**config.mk**
```make
export PLATFORM = sky130hd
export DESIGN_NAME = vpwa_top
export DESIGN_NICKNAME = d
export VERILOG_FILES = /design/src/hw/vpwa_pkg.sv /design/src/hw/vpwa_top.sv /design/src/hw/vpwa_tick.sv /design/src/hw/vpwa_fifo.sv
export SDC_FILE = /design/constraint.sdc
export NUM_CORES = 1
export LEC_CHECK = 0
export ABC_AREA = 1
export BUFFER_PORTS_ARGS = -buffer_cell sky130_fd_sc_hd__buf_2
export CORE_ASPECT_RATIO = 1.1
export CORE_MARGIN = 2
export CORE_UTILIZATION = 55
export CTS_CLUSTER_DIAMETER = 40
export DETAILED_ROUTE_END_ITERATION = 10
export PLACE_DENSITY = 0.71
export SLEW_MARGIN = 30
export SYNTH_ARGS = -nofsm -noshare
export SYNTH_HDL_FRONTEND = slang
export SYNTH_SLANG_ARGS = --single-unit
export TNS_END_PERCENT = 5
```
**constraint.sdc**
```tcl
create_clock -name mclk -period 10.55 [get_ports mclk]
set_input_delay 2.11 -clock mclk [delete_from_list [all_inputs] [get_ports mclk]]
set_output_delay 2.11 -clock mclk [all_outputs]
set_load 0.01 [all_outputs]
```
**src/hw/vpwa_pkg.sv**
```systemverilog
// Shared constants and types for the variable pulse width link block.
// Assumes a 100 MHz clock; all symbol timing is counted in microsecond ticks.
package vpwa_pkg;

  // ----------------------------------------------------------------
  // Clock and tick timing
  // ----------------------------------------------------------------
  localparam int CLK_HZ = 100_000_000;
  localparam int HZ_PER_MHZ = 1_000_000;
  localparam int CYC_PER_US = CLK_HZ / HZ_PER_MHZ;
  localparam int TICK_W = 7;

  // ----------------------------------------------------------------
  // Symbol timing in microseconds
  // ----------------------------------------------------------------
  localparam int US_W = 9;
  localparam logic [8:0] US_MAX = 9'h1FF;
  localparam logic [8:0] RX_A_US = 9'h022;
  localparam logic [8:0] RX_B_US = 9'h060;
  localparam logic [8:0] RX_C_US = 9'h0A3;
  localparam logic [8:0] RX_D_US = 9'h0EF;
  localparam logic [8:0] EOF_US = 9'h118;
  localparam logic [8:0] IFS_US = 9'h12C;
  localparam logic [8:0] ACT_ONE_US = 9'h040;
  localparam logic [8:0] ACT_ZERO_US = 9'h080;
  localparam logic [8:0] PAS_ONE_US = 9'h080;
  localparam logic [8:0] PAS_ZERO_US = 9'h040;
  localparam logic [8:0] SOF_US = 9'h0C8;
  localparam logic [8:0] SETTLE_US = 9'h008;

  // ----------------------------------------------------------------
  // Buffer sizes
  // ----------------------------------------------------------------
  localparam int BYTE_W = 8;
  localparam int FIFO_DEPTH = 8;
  localparam int MSG_MAX = 12;
  localparam logic [3:0] MSG_MAX_CNT = 4'hC;

  // ----------------------------------------------------------------
  // Types
  // ----------------------------------------------------------------
  typedef enum logic [2:0] {
    SYM_INVALID = 3'h0,
    SYM_ONE = 3'h1,
    SYM_ZERO = 3'h2,
    SYM_SOF = 3'h3,
    SYM_BREAK = 3'h4
  } vpwa_sym_t;

  typedef enum logic [2:0] {
    TX_IDLE = 3'h0,
    TX_WAIT = 3'h1,
    TX_SOF = 3'h3,
    TX_BIT = 3'h2,
    TX_EOFW = 3'h6,
    TX_LOSTW = 3'h7,
    TX_TAIL_SYNC = 3'h5,
    TX_TAIL = 3'h4
  } vpwa_state_t;

endpackage : vpwa_pkg

```
**src/hw/vpwa_top.sv**
```systemverilog
// Active symbol classifier and transmit arbitration for a VPW serial link.
// Assumes rxp/txp are the digital receive and transmit lines of a transceiver,
// synchronous to mclk; rxp high means active bus, txp high drives active.
`timescale 1ns/1ps
module vpwa_top (
  input wire logic mclk,
  input wire logic rst_b,
  input wire logic rxp,
  output logic txp,
  input wire logic [vpwa_pkg::BYTE_W-1:0] in_data,
  input wire logic in_valid,
  output logic in_ready,
  input wire logic tx_go,
  input wire logic transmit_abort_bit,
  output vpwa_pkg::vpwa_sym_t rx_sym,
  output logic rx_sym_valid,
  output logic bus_idle,
  output logic tx_busy,
  output logic tx_done,
  output logic tx_lost
);
  import vpwa_pkg::*;

  logic tick;
  logic rxp_q;
  logic [8:0] act_us_reg;
  logic [8:0] pas_us_reg;
  logic brk_flag_reg;
  logic brk_wait_reg;
  vpwa_sym_t rx_sym_reg;
  logic rx_sym_valid_reg;
  logic bus_idle_reg;
  vpwa_state_t state_reg, state_next;
  logic txp_reg, txp_next;
  logic [8:0] tmr_reg, tmr_next;
  logic [2:0] bit_idx_reg, bit_idx_next;
  logic [3:0] byte_idx_reg, byte_idx_next;
  logic [3:0] load_cnt_reg;
  logic tail_cnt_reg, tail_cnt_next;
  logic prev7_reg, prev7_next;
  logic seen_pas_reg;
  logic tx_busy_reg, tx_done_reg, tx_lost_reg;
  logic done_next, lost_next;
  logic [BYTE_W-1:0] tx_mem [MSG_MAX];
  logic [BYTE_W-1:0] f_data;
  logic f_valid;

  // ----------------------------------------------------------------
  // Tick divider and transmit FIFO
  // ----------------------------------------------------------------
  vpwa_tick u_tick (
    .mclk(mclk),
    .rst_b(rst_b),
    .tick(tick)
  );

  wire f_ready = (state_reg == TX_IDLE) && (load_cnt_reg != MSG_MAX_CNT);

  vpwa_fifo #(.WIDTH(BYTE_W), .DEPTH(FIFO_DEPTH)) u_fifo (
    .mclk(mclk),
    .rst_b(rst_b),
    .in_data(in_data),
    .in_valid(in_valid),
    .in_ready(in_ready),
    .out_data(f_data),
    .out_valid(f_valid),
    .out_ready(f_ready)
  );

  // ----------------------------------------------------------------
  // Receive phase timing
  // ----------------------------------------------------------------
  wire rx_rise = rxp && !rxp_q;
  wire rx_fall = !rxp && rxp_q;
  wire eof_seen = !rxp && (pas_us_reg >= EOF_US);
  wire idle_w = !rxp && (pas_us_reg >= IFS_US);
  wire brk_hit = rxp && (act_us_reg >= RX_D_US) &&
                 !brk_flag_reg;
  wire rx_sync = rx_rise && (pas_us_reg >= EOF_US);

  // Classification by active length at the falling edge
  wire vpwa_sym_t sym_w = (act_us_reg < RX_A_US) ? SYM_INVALID :
                          (act_us_reg < RX_B_US) ? SYM_ONE :
                          (act_us_reg < RX_C_US) ? SYM_ZERO :
                          SYM_SOF;
  wire sym_fire = (rx_fall && !brk_flag_reg) || brk_hit;

  always_ff @(posedge mclk or negedge rst_b) begin
    if (!rst_b) begin
      rxp_q <= 1'b0;
      act_us_reg <= '0;
      pas_us_reg <= US_MAX;
    end else begin
      rxp_q <= rxp;
      if (rx_rise) begin
        act_us_reg <= '0;
      end else if (rxp && tick && act_us_reg != US_MAX) begin
        act_us_reg <= act_us_reg + 9'h001;
      end
      if (rx_fall) begin
        pas_us_reg <= '0;
      end else if (!rxp && tick && pas_us_reg != US_MAX) begin
        pas_us_reg <= pas_us_reg + 9'h001;
      end
    end
  end

  always_ff @(posedge mclk or negedge rst_b) begin
    if (!rst_b) begin
      brk_flag_reg <= 1'b0;
      brk_wait_reg <= 1'b0;
      rx_sym_reg <= SYM_INVALID;
      rx_sym_valid_reg <= 1'b0;
      bus_idle_reg <= 1'b1;
    end else begin
      brk_flag_reg <= brk_hit || (brk_flag_reg && !rx_fall);
      brk_wait_reg <= brk_hit || (brk_wait_reg && !idle_w);
      rx_sym_valid_reg <= sym_fire;
      if (sym_fire) begin
        rx_sym_reg <= brk_hit ? SYM_BREAK : sym_w;
      end
      bus_idle_reg <= idle_w && !brk_wait_reg;
    end
  end

  // ----------------------------------------------------------------
  // Transmit bit timing and arbitration
  // ----------------------------------------------------------------
  wire in_tail = (state_reg == TX_TAIL);
  wire cur_bit = in_tail || tx_mem[byte_idx_reg][3'h7 - bit_idx_reg];
  // Zero is dominant: shorter passive, longer active
  wire [8:0] bit_dur = txp_reg ? (cur_bit ? ACT_ONE_US : ACT_ZERO_US) :
                                 (cur_bit ? PAS_ONE_US : PAS_ZERO_US);
  wire [8:0] dur_w = (state_reg == TX_SOF) ? SOF_US : bit_dur;
  wire phase_end = tick && (tmr_reg == dur_w - 9'h001);
  wire last_byte = (byte_idx_reg == load_cnt_reg - 4'h1);
  wire arb_st = (state_reg == TX_BIT) || in_tail ||
                ((state_reg == TX_EOFW) && !seen_pas_reg);
  // Passive while the bus is active: a dominant bit beat ours
  wire conflict = arb_st && !txp_reg && rxp &&
                  (tmr_reg >= SETTLE_US);
  wire eighth = !seen_pas_reg && prev7_reg;
  wire start_ok = !brk_wait_reg && (idle_w || rx_sync);
  wire retry_ok = !brk_wait_reg && (eof_seen || rx_sync);

  always_comb begin
    state_next = state_reg;
    txp_next = txp_reg;
    tmr_next = (tick && tmr_reg != US_MAX) ? tmr_reg + 9'h001 : tmr_reg;
    bit_idx_next = bit_idx_reg;
    byte_idx_next = byte_idx_reg;
    tail_cnt_next = tail_cnt_reg;
    prev7_next = prev7_reg;
    done_next = 1'b0;
    lost_next = 1'b0;
    case (state_reg)
      TX_IDLE: begin
        if (tx_go && load_cnt_reg != 4'h0) begin
          state_next = TX_WAIT;
        end
      end
      TX_WAIT: begin
        if (start_ok) begin
          state_next = TX_SOF;
          txp_next = 1'b1;
        end
      end
      TX_SOF: begin
        if (phase_end) begin
          state_next = TX_BIT;
          txp_next = 1'b0;
          bit_idx_next = 3'h0;
          byte_idx_next = 4'h0;
          prev7_next = 1'b0;
        end
      end
      TX_BIT: begin
        if (conflict) begin
          lost_next = 1'b1;
          state_next = eighth ? TX_TAIL_SYNC : TX_LOSTW;
          txp_next = 1'b0;
        end else if (phase_end) begin
          txp_next = !txp_reg;
          bit_idx_next = bit_idx_reg + 3'h1;
          prev7_next = (bit_idx_reg == 3'h7);
          if (bit_idx_reg == 3'h7) begin
            if (last_byte) begin
              state_next = TX_EOFW;
            end else begin
              byte_idx_next = byte_idx_reg + 4'h1;
            end
          end
        end
      end
      TX_EOFW: begin
        if (conflict && eighth) begin
          lost_next = 1'b1;
          state_next = TX_TAIL_SYNC;
        end else if (eof_seen) begin
          done_next = 1'b1;
          state_next = TX_IDLE;
        end
      end
      TX_TAIL_SYNC: begin
        if (rx_fall) begin
          state_next = TX_TAIL;
          tail_cnt_next = 1'b0;
          tmr_next = '0;
        end
      end
      TX_TAIL: begin
        if (conflict) begin
          state_next = TX_LOSTW;
          txp_next = 1'b0;
        end else if (phase_end) begin
          if (tail_cnt_reg) begin
            state_next = TX_LOSTW;
            txp_next = 1'b0;
          end else begin
            tail_cnt_next = 1'b1;
            txp_next = 1'b1;
          end
        end
      end
      TX_LOSTW: begin
        if (retry_ok) begin
          state_next = TX_SOF;
          txp_next = 1'b1;
        end
      end
      default: begin
        state_next = TX_IDLE;
        txp_next = 1'b0;
      end
    endcase
    if (transmit_abort_bit) begin
      state_next = TX_IDLE;
      txp_next = 1'b0;
      byte_idx_next = 4'h0;
      bit_idx_next = 3'h0;
    end
    if (txp_next != txp_reg) begin
      tmr_next = '0;
    end
  end

  always_ff @(posedge mclk or negedge rst_b) begin
    if (!rst_b) begin
      state_reg <= TX_IDLE;
      txp_reg <= 1'b0;
      tmr_reg <= '0;
      bit_idx_reg <= '0;
      byte_idx_reg <= '0;
      tail_cnt_reg <= 1'b0;
      prev7_reg <= 1'b0;
      seen_pas_reg <= 1'b1;
    end else begin
      state_reg <= state_next;
      txp_reg <= txp_next;
      tmr_reg <= tmr_next;
      bit_idx_reg <= bit_idx_next;
      byte_idx_reg <= byte_idx_next;
      tail_cnt_reg <= tail_cnt_next;
      prev7_reg <= prev7_next;
      seen_pas_reg <= (txp_reg && !txp_next) ? 1'b0 : (seen_pas_reg || !rxp);
    end
  end

  // ----------------------------------------------------------------
  // Message buffer and status outputs
  // ----------------------------------------------------------------
  always_ff @(posedge mclk or negedge rst_b) begin
    if (!rst_b) begin
      load_cnt_reg <= '0;
      tx_busy_reg <= 1'b0;
      tx_done_reg <= 1'b0;
      tx_lost_reg <= 1'b0;
    end else begin
      if (transmit_abort_bit || done_next) begin
        load_cnt_reg <= '0;
      end else if (f_valid && f_ready) begin
        load_cnt_reg <= load_cnt_reg + 4'h1;
      end
      tx_busy_reg <= (state_next != TX_IDLE);
      tx_done_reg <= done_next && !transmit_abort_bit;
      tx_lost_reg <= lost_next && !transmit_abort_bit;
    end
  end

  always_ff @(posedge mclk) begin
    if (f_valid && f_ready) begin
      tx_mem[load_cnt_reg] <= f_data;
    end
  end

  assign txp = txp_reg;
  assign rx_sym = rx_sym_reg;
  assign rx_sym_valid = rx_sym_valid_reg;
  assign bus_idle = bus_idle_reg;
  assign tx_busy = tx_busy_reg;
  assign tx_done = tx_done_reg;
  assign tx_lost = tx_lost_reg;
endmodule : vpwa_top

```
**src/hw/vpwa_tick.sv**
```systemverilog
// Microsecond tick divider.
// Assumes the shared package clock rate; emits a one-cycle enable pulse.
`timescale 1ns/1ps
module vpwa_tick (
  input wire logic mclk,
  input wire logic rst_b,
  output logic tick
);
  import vpwa_pkg::*;

  localparam logic [TICK_W-1:0] LAST = TICK_W'(CYC_PER_US - 1);

  logic [TICK_W-1:0] cnt_reg;

  // ----------------------------------------------------------------
  // Divider
  // ----------------------------------------------------------------
  assign tick = (cnt_reg == LAST);

  always_ff @(posedge mclk or negedge rst_b) begin
    if (!rst_b) begin
      cnt_reg <= '0;
    end else if (tick) begin
      cnt_reg <= '0;
    end else begin
      cnt_reg <= cnt_reg + 1'b1;
    end
  end

endmodule : vpwa_tick

```
**src/hw/vpwa_fifo.sv**
```systemverilog
// Transmit byte FIFO with valid and ready on both sides.
// Assumes one clock; input ready is registered.
`timescale 1ns/1ps
module vpwa_fifo #(
  parameter int WIDTH = 8,
  parameter int DEPTH = 8
) (
  input wire logic mclk,
  input wire logic rst_b,
  input wire logic [WIDTH-1:0] in_data,
  input wire logic in_valid,
  output logic in_ready,
  output logic [WIDTH-1:0] out_data,
  output logic out_valid,
  input wire logic out_ready
);
  localparam int PW = $clog2(DEPTH);
  localparam logic [PW:0] FULL_CNT = (PW+1)'(DEPTH);
  localparam logic [PW-1:0] LAST_PTR = PW'(DEPTH - 1);

  logic [WIDTH-1:0] mem [DEPTH];
  logic [PW-1:0] wr_ptr_reg;
  logic [PW-1:0] rd_ptr_reg;
  logic [PW:0] cnt_reg;
  logic [PW:0] cnt_next;
  logic in_ready_reg;

  // ----------------------------------------------------------------
  // Handshakes
  // ----------------------------------------------------------------
  wire push = in_valid && in_ready_reg;
  wire pop = out_valid && out_ready;

  assign in_ready = in_ready_reg;
  assign out_valid = (cnt_reg != '0);
  assign out_data = mem[rd_ptr_reg];
  assign cnt_next = cnt_reg + {{PW{1'b0}}, push} - {{PW{1'b0}}, pop};

  always_ff @(posedge mclk or negedge rst_b) begin
    if (!rst_b) begin
      wr_ptr_reg <= '0;
      rd_ptr_reg <= '0;
      cnt_reg <= '0;
      in_ready_reg <= 1'b1;
    end else begin
      if (push) begin
        wr_ptr_reg <= (wr_ptr_reg == LAST_PTR) ? '0 : wr_ptr_reg + 1'b1;
      end
      if (pop) begin
        rd_ptr_reg <= (rd_ptr_reg == LAST_PTR) ? '0 : rd_ptr_reg + 1'b1;
      end
      cnt_reg <= cnt_next;
      in_ready_reg <= (cnt_next != FULL_CNT);
    end
  end

  always_ff @(posedge mclk) begin
    if (push) begin
      mem[wr_ptr_reg] <= in_data;
    end
  end

endmodule : vpwa_fifo

```
==> results of run 1 <==
-- Yosys cell counts --
library cell | n | area (um2)
ha_1 | 28 | 350
nor2_4 | 1 | 11.3
a32o_1 | 1 | 10.0
a2111oi_0 | 3 | 26.3
nand3_1 | 112 | 561
dfrtp_1 | 62 | 1550
o211a_1 | 2 | 20.0
nand2_1 | 214 | 803
nand2_2 | 2 | 12.5
a41oi_1 | 1 | 8.76
o21a_1 | 5 | 37.5
o31ai_1 | 1 | 7.51
a211oi_1 | 6 | 45.0
dfstp_2 | 12 | 315
xnor2_1 | 6 | 52.6
o21ai_0 | 59 | 295
nor3_2 | 2 | 20.0
clkinv_1 | 2 | 7.51
nor4_1 | 1 | 6.26
and3_1 | 1 | 6.26
o22ai_1 | 8 | 50.1
buf_6 | 3 | 33.8
edfxtp_1 | 160 | 4800
or2_2 | 4 | 25.0
o21ai_1 | 4 | 20.0
nand4_1 | 11 | 68.8
xor2_1 | 3 | 26.3
nand2_4 | 3 | 33.8
nor3b_1 | 2 | 15.0
a21oi_1 | 29 | 145
inv_2 | 4 | 15.0
nand3_2 | 3 | 30.0
a31oi_1 | 12 | 75.1
o211ai_1 | 2 | 15.0
nor3_1 | 32 | 160
inv_1 | 118 | 443
buf_2 | 14 | 70.1
o21bai_1 | 2 | 15.0
clkbuf_1 | 15 | 56.3
fa_1 | 1 | 20.0
nor2_1 | 124 | 465
-- cell families after synthesis --
kind of cell	after synthesis	share of synthesized area
AOI/OAI and AO/OA	135	0.0718
adders and majority gates	29	0.0345
and+or+nand+nor	512	0.207
DFF	234	0.621
buffers and inverters	156	0.0583
xor gates and xnor gates	9	0.00734
-- metrics by stage --
stage          instances  hold WS, ns  utilization
2_1_floorplan       1075        0.383            -
3_3_place_gp        1321        0.411        0.579
3_5_place_dp        1321        0.416        0.580
4_1_cts             1374        0.408        0.632
5_1_grt             1374        0.427        0.635
6_report            1374        0.409        0.635
-- cell usage in the layout, fill, tap and decap left out, types with 4 or more instances in the layout --
| cell | netlist | layout |
|---|---|---|
| a211oi_1 | 6 | 6 |
| a21oi_1 | 29 | 29 |
| a31oi_1 | 12 | 4 |
| a31oi_2 | 0 | 8 |
| buf_2 | 14 | 22 |
| buf_4 | 0 | 8 |
| clkbuf_1 | 15 | 4 |
| clkbuf_16 | 0 | 32 |
| clkbuf_8 | 0 | 4 |
| clkinv_2 | 0 | 4 |
| dfrtp_1 | 62 | 61 |
| dfstp_2 | 12 | 12 |
| edfxtp_1 | 160 | 160 |
| ha_1 | 28 | 28 |
| inv_1 | 118 | 118 |
| inv_2 | 4 | 4 |
| nand2_1 | 214 | 214 |
| nand3_1 | 112 | 112 |
| nand4_1 | 11 | 11 |
| nor2_1 | 124 | 124 |
| nor3_1 | 32 | 28 |
| nor3_2 | 2 | 6 |
| o21a_1 | 5 | 5 |
| o21ai_0 | 59 | 59 |
| o21ai_1 | 4 | 4 |
| o22ai_1 | 8 | 8 |
| or2_2 | 4 | 4 |
| xnor2_1 | 6 | 6 |
-- worst register-to-register path, stage by stage (launching register included) --
cell,delay (ns)
dfrtp_1,0.35
buf_4,0.30
inv_2,0.73
nand2_1,0.13
nand3_1,0.12
nand3_1,0.08
nand2_1,0.09
nand2_1,0.05
nand3_1,0.09
nand2_1,0.07
nand3_2,0.11
nand3_1,0.10
nand2_1,0.07
nand3_1,0.08
nand2_2,0.09
inv_2,0.05
nor2_4,0.15
inv_1,0.06
ha_1,0.26
nor2_1,0.04
a2111oi_0,0.54
nand2_1,0.10
nand3_1,0.09
ha_1,0.22
o21ai_1,0.35
o21bai_1,0.21
a21oi_1,0.05
-- worst paths after layout --
path | start | to | slack, ns
setup / recovery | byte_idx_reg[0] | tmr_reg[4] | 5.85
min in group asynchronous | rst_b | tmr_reg[4] | 1.58
max in group asynchronous | rst_b | u_fifo.rd_ptr_reg[0] | 8.46
setup reg to reg | byte_idx_reg[0] | tmr_reg[4] | 5.85
hold reg to reg | brk_wait_reg | bus_idle | 0.41
hold / removal | brk_wait_reg | bus_idle | 0.41
-- power groups by stage --
stage / sequential [mW] / clock [mW] / combinational [mW]
floorplan: 1.27 / 0 / 0.447
global placement: 1.31 / 0 / 0.581
detailed placement: 1.31 / 0 / 0.607
CTS: 1.30 / 0.998 / 0.617
global route: 1.31 / 1.03 / 0.720
finish: 1.29 / 0.982 / 0.633
-- routing by layer --
layer | routed length [um] | vias to the layer above | GRT usage
met5 | 0 | - | 0
met2 | 10200 | 156 | 0.353
li1 | - | 3719 | -
met1 | 9350 | 3499 | 0.288
met4 | 302 | 0 | 0.0536
met3 | 881 | 28 | 0.0316
-- area by class of cell --
class                      instances  area, um2
clock buffer                      40        871
inverter                         124        465
multi-input combinational        685       3510
fill                            1570       6970
tap                              247        309
clock inverter                    13        121
timing repair buffer              31        181
sequential                       234       6670
==> flow_summary.ini, run 1 <==
[setup_path]
cp_num_buf_inv = 4
start_kind = register
endpoint_kind = register
criticalPathCategory = register to register
r2r_cells = 26
cp_slowest_stage_delay_ns = 0.70
critPathRequiredTime_ns = 10.96
crit_arrival_ns = 5.11
crit_fanout = 54
slowest_stage = inv_2
cp_top_family = simple AND/OR/NAND/NOR gates
cp.depth = 26

[timing]
fin_crit_sh = 0.446
relSlewSlack = 0.370
slew_violations = 0
fin_skew_ns = 0.00945
final.min_clock_period_ns = 4.70
max_freq_mhz = 213
rsz0062_at_grt = no
fin_tns_setup_ns = 0
worst_slack_ns = 5.85
hold_viol_final = 0
worst_slew_pin_slew_ns = 0.941
final-setup-viol-count = 0

[clock_network]
htree_levels = 1
cts_buffers = 29
clkSinkCount = 234
clkLatencyLatePin_ns = 0.53
cts_resized = 0
cts_hold_buf = 0
cts-root-buf = clkbuf_16
path_clk_slew_ns = 0.06
cts_tree = yes
cts_setup_buffers = 0
clockBufferDepth = 3

[yosys]
yosysUniqueCellTypes = 41
synth_area_um2 = 10700
synth_area_per_cell_um2 = 9.99
synth_seq_cells = 234
synthCells = 1075
synth_nets = 1118
ys_seq_area_frac = 0.621
yosysWarnings = 0

[layout]
regMostFlops = tx_mem
drive_gt1_frac = 0.110
diodes = 0
area_delta_synth_final_pct = 13.0
largest_reg_flops = 96
stdcell_area_um2 = 12100
reg_top3 = tx_mem: 96 flops, u_fifo.mem: 64 flops
nets = 1148

[power]
power_mw = 2.91
power_leakage_nw = 4.96
ir_worst_vdd_uv = 204
pwr-share-comb = 0.218
p_sw_uw = 892
switching_share = 0.307
power.internal_mw = 2.02
p_seq_frac = 0.445
power.density_nw_per_um2 = 240
clock_power_share = 0.338

[floorplan]
dieArea_um2 = 20700
io_pins = 24
initial_utilization = 0.562
die_h_um = 151
fp.coreArea_um2 = 19100
num_rows = 53
fp.dieW_um = 137

[hold_path]
min_path_type = register to register
holdPathStages = 1

[placed_design]
port_buffers = 23
hpwl_mm = 13.5
routabilityCongestion = 0.883
place_area_um2 = 11100
pre_cts_slack_ns = 5.88

[grt]
grt_pass1_wl_mm = 34.5
antenna_found_initial = 0
grt_start_max_net_pins = 75
grt_pass1_vias = 7082
overflow = 0
track_usage = 0.210

[route]
drc = 0
wirelength_mm = 20.7
ant_nets = 0
vias = 7402
wire_per_inst_um = 15.1
drt_iter0_drc = 491
viasPerCell = 5.39
first_pass_iters = 5

[outcome]
status = completed

[flow_run]
drv_cap = 0
No activity file was read; power rests on OpenSTA's default activity.
==> run 2: changes to the inputs <==
==> constraint.sdc (replaced) <==
create_clock -name mclk -period 4.5 [get_ports mclk]
set_input_delay 0.9 -clock mclk [delete_from_list [all_inputs] [get_ports mclk]]
set_output_delay 0.9 -clock mclk [all_outputs]
set_load 0.01 [all_outputs]
==> flow_summary.ini, run 2 (synthesis results as in run 1) <==
[grt]
grt_pass1_wl_mm = 34.8
track_usage = 0.213
antenna_found_initial = 0
grt_start_max_net_pins = 75
grt_pass1_vias = 7081
overflow = 0

[setup_path]
crit_fanout = 53
r2r_slack_ns = 0.38
critPathRequiredTime_ns = 4.91
reg2reg_to = tmr_reg[4]
crit_arrival_ns = 4.53
criticalPathCategory = register to register
endpoint_kind = register
r2r_start = byte_idx_reg[0]
r2r_cells = 25
start_kind = register

[layout]
layout_common_cells = 214 x nand2_1, 160 x edfxtp_1, 124 x nor2_1, 118 x inv_1, 112 x nand3_1
area_delta_synth_final_pct = 13.3
nets = 1151
regMostFlops = tx_mem
reg_top3 = tx_mem: 96 flops, u_fifo.mem: 64 flops
largest_reg_flops = 96
layout_commonest_cell = nand2_1
drive_gt1_frac = 0.112
fin_cells = 1376
diodes = 0

[route]
first_pass_iters = 4
vias = 7385
drt_iter0_drc = 419
wirelength_mm = 21.3
ant_nets = 0
viasPerCell = 5.37
drc = 0
wire_per_inst_um = 15.5

[floorplan]
initial_utilization = 0.562
num_rows = 53
dieArea_um2 = 20700
io_pins = 24
fp.coreArea_um2 = 19100
die_h_um = 151
fp.dieW_um = 137

[timing]
hold_viol_final = 0
worst_slew_pin_slew_ns = 0.965
final-setup-viol-count = 0
fin_tns_setup_ns = 0
final.min_clock_period_ns = 4.12
max_freq_mhz = 243
rsz0062_at_grt = no
slew_violations = 0
relSlewSlack = 0.355
fin_skew_ns = 0.0106
fin_crit_sh = 0.915

[placed_design]
routabilityCongestion = 0.906
port_buffers = 23
hpwl_mm = 13.9
post-place-cells = 1326

[clock_network]
cts_setup_buffers = 0
cts-root-buf = clkbuf_16
cts_hold_buf = 0
clkLatencyLatePin_ns = 0.53
clockBufferDepth = 3
cts_buffers = 27
cts_resized = 0
cts_tree = yes
path_clk_slew_ns = 0.06
clkSinkCount = 234
htree_levels = 1

[power]
p_sw_mw = 2.06
power.density_nw_per_um2 = 557
switching_share = 0.305
ir_worst_vdd_uv = 601
power_leakage_nw = 4.97
power.internal_mw = 4.71
clock_power_share = 0.333
p_seq_frac = 0.442
pwr-share-comb = 0.225

[hold_path]
min_path_type = input pin to async pin

[flow_run]
drv_cap = 0

[outcome]
status = completed
[run 2: power groups by stage]
| stage | logic (mW) | clock network (mW) | registers [mW] |
|---|---|---|---|
| global placement | 1.41 | 0 | 3.03 |
| detailed placement | 1.46 | 0 | 3.04 |
| CTS | 1.48 | 2.30 | 3.00 |
| floorplan | 1.05 | 0 | 2.99 |
| global route | 1.74 | 2.37 | 3.02 |
| finish | 1.53 | 2.25 | 2.99 |
[run 2: per-stage QoR]
stage | setup slack, ns | hold WS, ns | area [um2] | util | total power [mW]
2_1_floorplan | 1.07 | 0.383 | 10700 | - | 4.04
3_3_place_gp | 0.560 | 0.403 | 11100 | 0.583 | 4.44
3_5_place_dp | 0.429 | 0.412 | 11100 | 0.584 | 4.50
4_1_cts | 0.412 | 0.424 | 12100 | 0.634 | 6.78
5_1_grt | 0.0236 | 0.450 | 12200 | 0.637 | 7.14
6_report | 0.380 | 0.395 | 12200 | 0.637 | 6.77
[run 2: layer usage]
| metal | up-vias | wire length [um] | track usage |
|---|---|---|---|
| li1 | 3720 | - | - |
| met1 | 3464 | 9520 | 0.292 |
| met2 | 165 | 10400 | 0.356 |
| met3 | 36 | 936 | 0.0279 |
| met4 | 0 | 420 | 0.0629 |
| met5 | - | 0 | 0 |
[run 2: worst max path at each step]
stage	from	endpoint	slack [ns]	cells past startpoint
detailed placement	byte_idx_reg[0]	tmr_reg[4]	0.43	25
global placement	byte_idx_reg[0]	tmr_reg[4]	0.56	25
floorplan	byte_idx_reg[0]	tmr_reg[4]	1.07	27
finish	byte_idx_reg[0]	tmr_reg[4]	0.38	25
global route	byte_idx_reg[1]	tmr_reg[4]	0.02	26
CTS	byte_idx_reg[0]	tmr_reg[4]	0.41	25
[run 2: cell type report]
cell class / count / area, um2
fillers: 1556 / 6940
flip-flops and latches: 234 / 6670
inverters: 124 / 465
repair buffers: 36 / 244
clock inverters: 12 / 135
multi-input cells: 685 / 3510
well taps: 247 / 309
clock buffers: 38 / 821
[run 2: worst max-delay path, cell delays in order (launching register included)]
cell and delay [ns]:
dfrtp_1 0.42, buf_12 0.20, or2_2 0.32, nand3_1 0.07, nand3_1 0.06, nand2_1 0.07, nand2_1 0.05, nand3_1 0.09
nand2_1 0.07, nand3_2 0.12, nand3_1 0.11, nand2_1 0.08, nand3_1 0.08, nand2_2 0.10, inv_2 0.05, nor2_4 0.15
inv_1 0.06, ha_1 0.26, nor2_1 0.04, a2111oi_0 0.57, nand2_1 0.11, nand3_1 0.09, ha_1 0.22, o21ai_1 0.35
o21bai_1 0.20, a21oi_1 0.05
==> run 3: changes to the inputs <==
--- a/config.mk
+++ b/config.mk
@@ -13,6 +13,7 @@
 export CTS_CLUSTER_DIAMETER = 40
 export DETAILED_ROUTE_END_ITERATION = 10
 export PLACE_DENSITY = 0.71
+export REMOVE_ABC_BUFFERS = 1
 export SLEW_MARGIN = 30
 export SYNTH_ARGS = -nofsm -noshare
 export SYNTH_HDL_FRONTEND = slang
==> flow_summary.ini, run 3 (synthesis results as in run 1) <==
[outcome]
status = completed

[layout]
reg_top3 = tx_mem: 96 flops, u_fifo.mem: 64 flops
largest_reg_flops = 96
area_delta_synth_final_pct = 13.6
nets = 1159
diodes = 0
layout_commonest_cell = nand2_1
layout_common_cells = 214 x nand2_1, 160 x edfxtp_1, 124 x nor2_1, 118 x inv_1, 112 x nand3_1
stdcell_area_um2 = 12200
regMostFlops = tx_mem
drive_gt1_frac = 0.114

[timing]
final.min_clock_period_ns = 3.97
fin_skew_ns = 0.0241
relSlewSlack = 0.344
fin_tns_setup_ns = 0
max_freq_mhz = 252
fin_crit_sh = 0.882
slew_violations = 0
rsz0062_at_grt = no
worst_slew_pin_slew_ns = 0.980
final-setup-viol-count = 0
hold_viol_final = 0

[setup_path]
critPathRequiredTime_ns = 4.91
endpoint_kind = register
crit_top_cell = nand2_1
cp_top_family = simple AND/OR/NAND/NOR gates
cp_num_buf_inv = 4
slowest_stage = a2111oi_0
crit_fanout = 24
criticalPathCategory = register to register
start_kind = register
crit_arrival_ns = 4.38
cp_slowest_stage_delay_ns = 0.51
r2r_cells = 27
cp.depth = 27

[floorplan]
io_pins = 24
die_h_um = 151
num_rows = 53
initial_utilization = 0.562
fp.coreArea_um2 = 19100
dieArea_um2 = 20700
fp.dieW_um = 137

[clock_network]
htree_levels = 1
clockBufferDepth = 3
path_clk_slew_ns = 0.05
cts_buffers = 30
clkLatencyLatePin_ns = 0.55
cts_tree = yes
clkSinkCount = 234
cts-root-buf = clkbuf_16
cts_setup_buffers = 0
cts_hold_buf = 0

[grt]
grt_pass1_vias = 7274
overflow = 0
grt_pass1_wl_mm = 35.2
track_usage = 0.214
grt_start_max_net_pins = 75
antenna_found_initial = 0

[route]
viasPerCell = 5.39
drt_iter0_drc = 436
first_pass_iters = 5
wire_per_inst_um = 15.2
drc = 0
vias = 7469
ant_nets = 0
wirelength_mm = 21.1

[power]
power_mw = 6.81
ir_worst_vdd_uv = 388
power.density_nw_per_um2 = 558
power_leakage_nw = 5.00

[placed_design]
routabilityCongestion = 0.857
place_area_um2 = 11200
port_buffers = 23
hpwl_mm = 14.4

[hold_path]
min_path_type = input pin to async pin

[flow_run]
drv_cap = 0
-- run 3: cell count changes in the layout (fill, tap and decap cells not counted), moves of 2 or more --
cell / previous run / this run
clkinv_1: 2 / 5
buf_4: 11 / 17
nor3_2: 7 / 4
inv_4: 0 / 2
inv_6: 4 / 1
clkbuf_8: 4 / 2
clkinvlp_4: 1 / 3
clkinv_2: 3 / 6
nor3_1: 27 / 30
-- run 3: area by class of cell --
type / count / area (um2)
tap: 247 / 309
fill: 1569 / 6900
timing repair buffer: 41 / 269
multi-input combinational: 685 / 3500
inverter: 124 / 467
clock inverter: 19 / 195
clock buffer: 36 / 793
sequential: 234 / 6670
-- run 3: path summary, 6_finish.rpt --
check,slack (ns),start,endpoint
worst max-delay path,0.53,byte_idx_reg[0],tmr_reg[4]
worst min register to register,0.41,brk_wait_reg,bus_idle
min in group mclk,0.41,brk_wait_reg,bus_idle
worst max register to register,0.53,byte_idx_reg[0],tmr_reg[4]
worst min-delay path,0.38,rst_b,tmr_reg[3]
max in group asynchronous,3.66,rst_b,act_us_reg[7]
-- run 3: worst reg2reg max path, stage by stage, from the launching register on --
cell and delay, ns:
dfrtp_1 0.40, clkinv_2 0.31, buf_4 0.29, nand2_1 0.06
nand3_1 0.07, nand2_1 0.08, nand2_1 0.05, nand3_1 0.09
nand2_1 0.05, inv_1 0.05, nand2_1 0.06, nand3_2 0.10
nand3_1 0.10, nand2_1 0.07, nand2_1 0.07, nand3_2 0.09
nand2_2 0.07, nor2_4 0.16, inv_1 0.06, ha_1 0.26
nor2_1 0.04, a2111oi_0 0.51, nand2_1 0.10, nand3_1 0.09
ha_1 0.24, o21ai_2 0.15, o21bai_1 0.17, a21oi_1 0.06
-- run 3: routing by layer --
metal	wire length, um	GRT usage
met5	0	0
met4	543	0.0711
met3	1030	0.0320
met2	10300	0.359
met1	9260	0.287
-- run 3: repair_timing --
action | CTS | global route
hold endpoints to repair | 0 | 0
resized for setup | 0 | 2
endpoints found under the setup margin | 0 | 2
-- run 3: report_power, final --
group          internal, mW  switching, mW  leakage (nW)
Clock                  1.43          0.880         0.480
Sequential             2.87          0.120          2.39
Combinational         0.449           1.06          2.13
Total                  4.75           2.06          5.00
-- run 3: through the flow --
stage | util | setup WS, ns | hold WS (ns) | std cells
6_report | 0.639 | 0.532 | 0.380 | 1386
5_1_grt | 0.639 | 0.0435 | 0.434 | 1386
4_1_cts | 0.637 | 0.441 | 0.416 | 1386
3_5_place_dp | 0.585 | 0.466 | 0.409 | 1331
3_3_place_gp | 0.584 | 0.517 | 0.399 | 1331
2_1_floorplan | - | 0.0329 | 0.383 | 1043
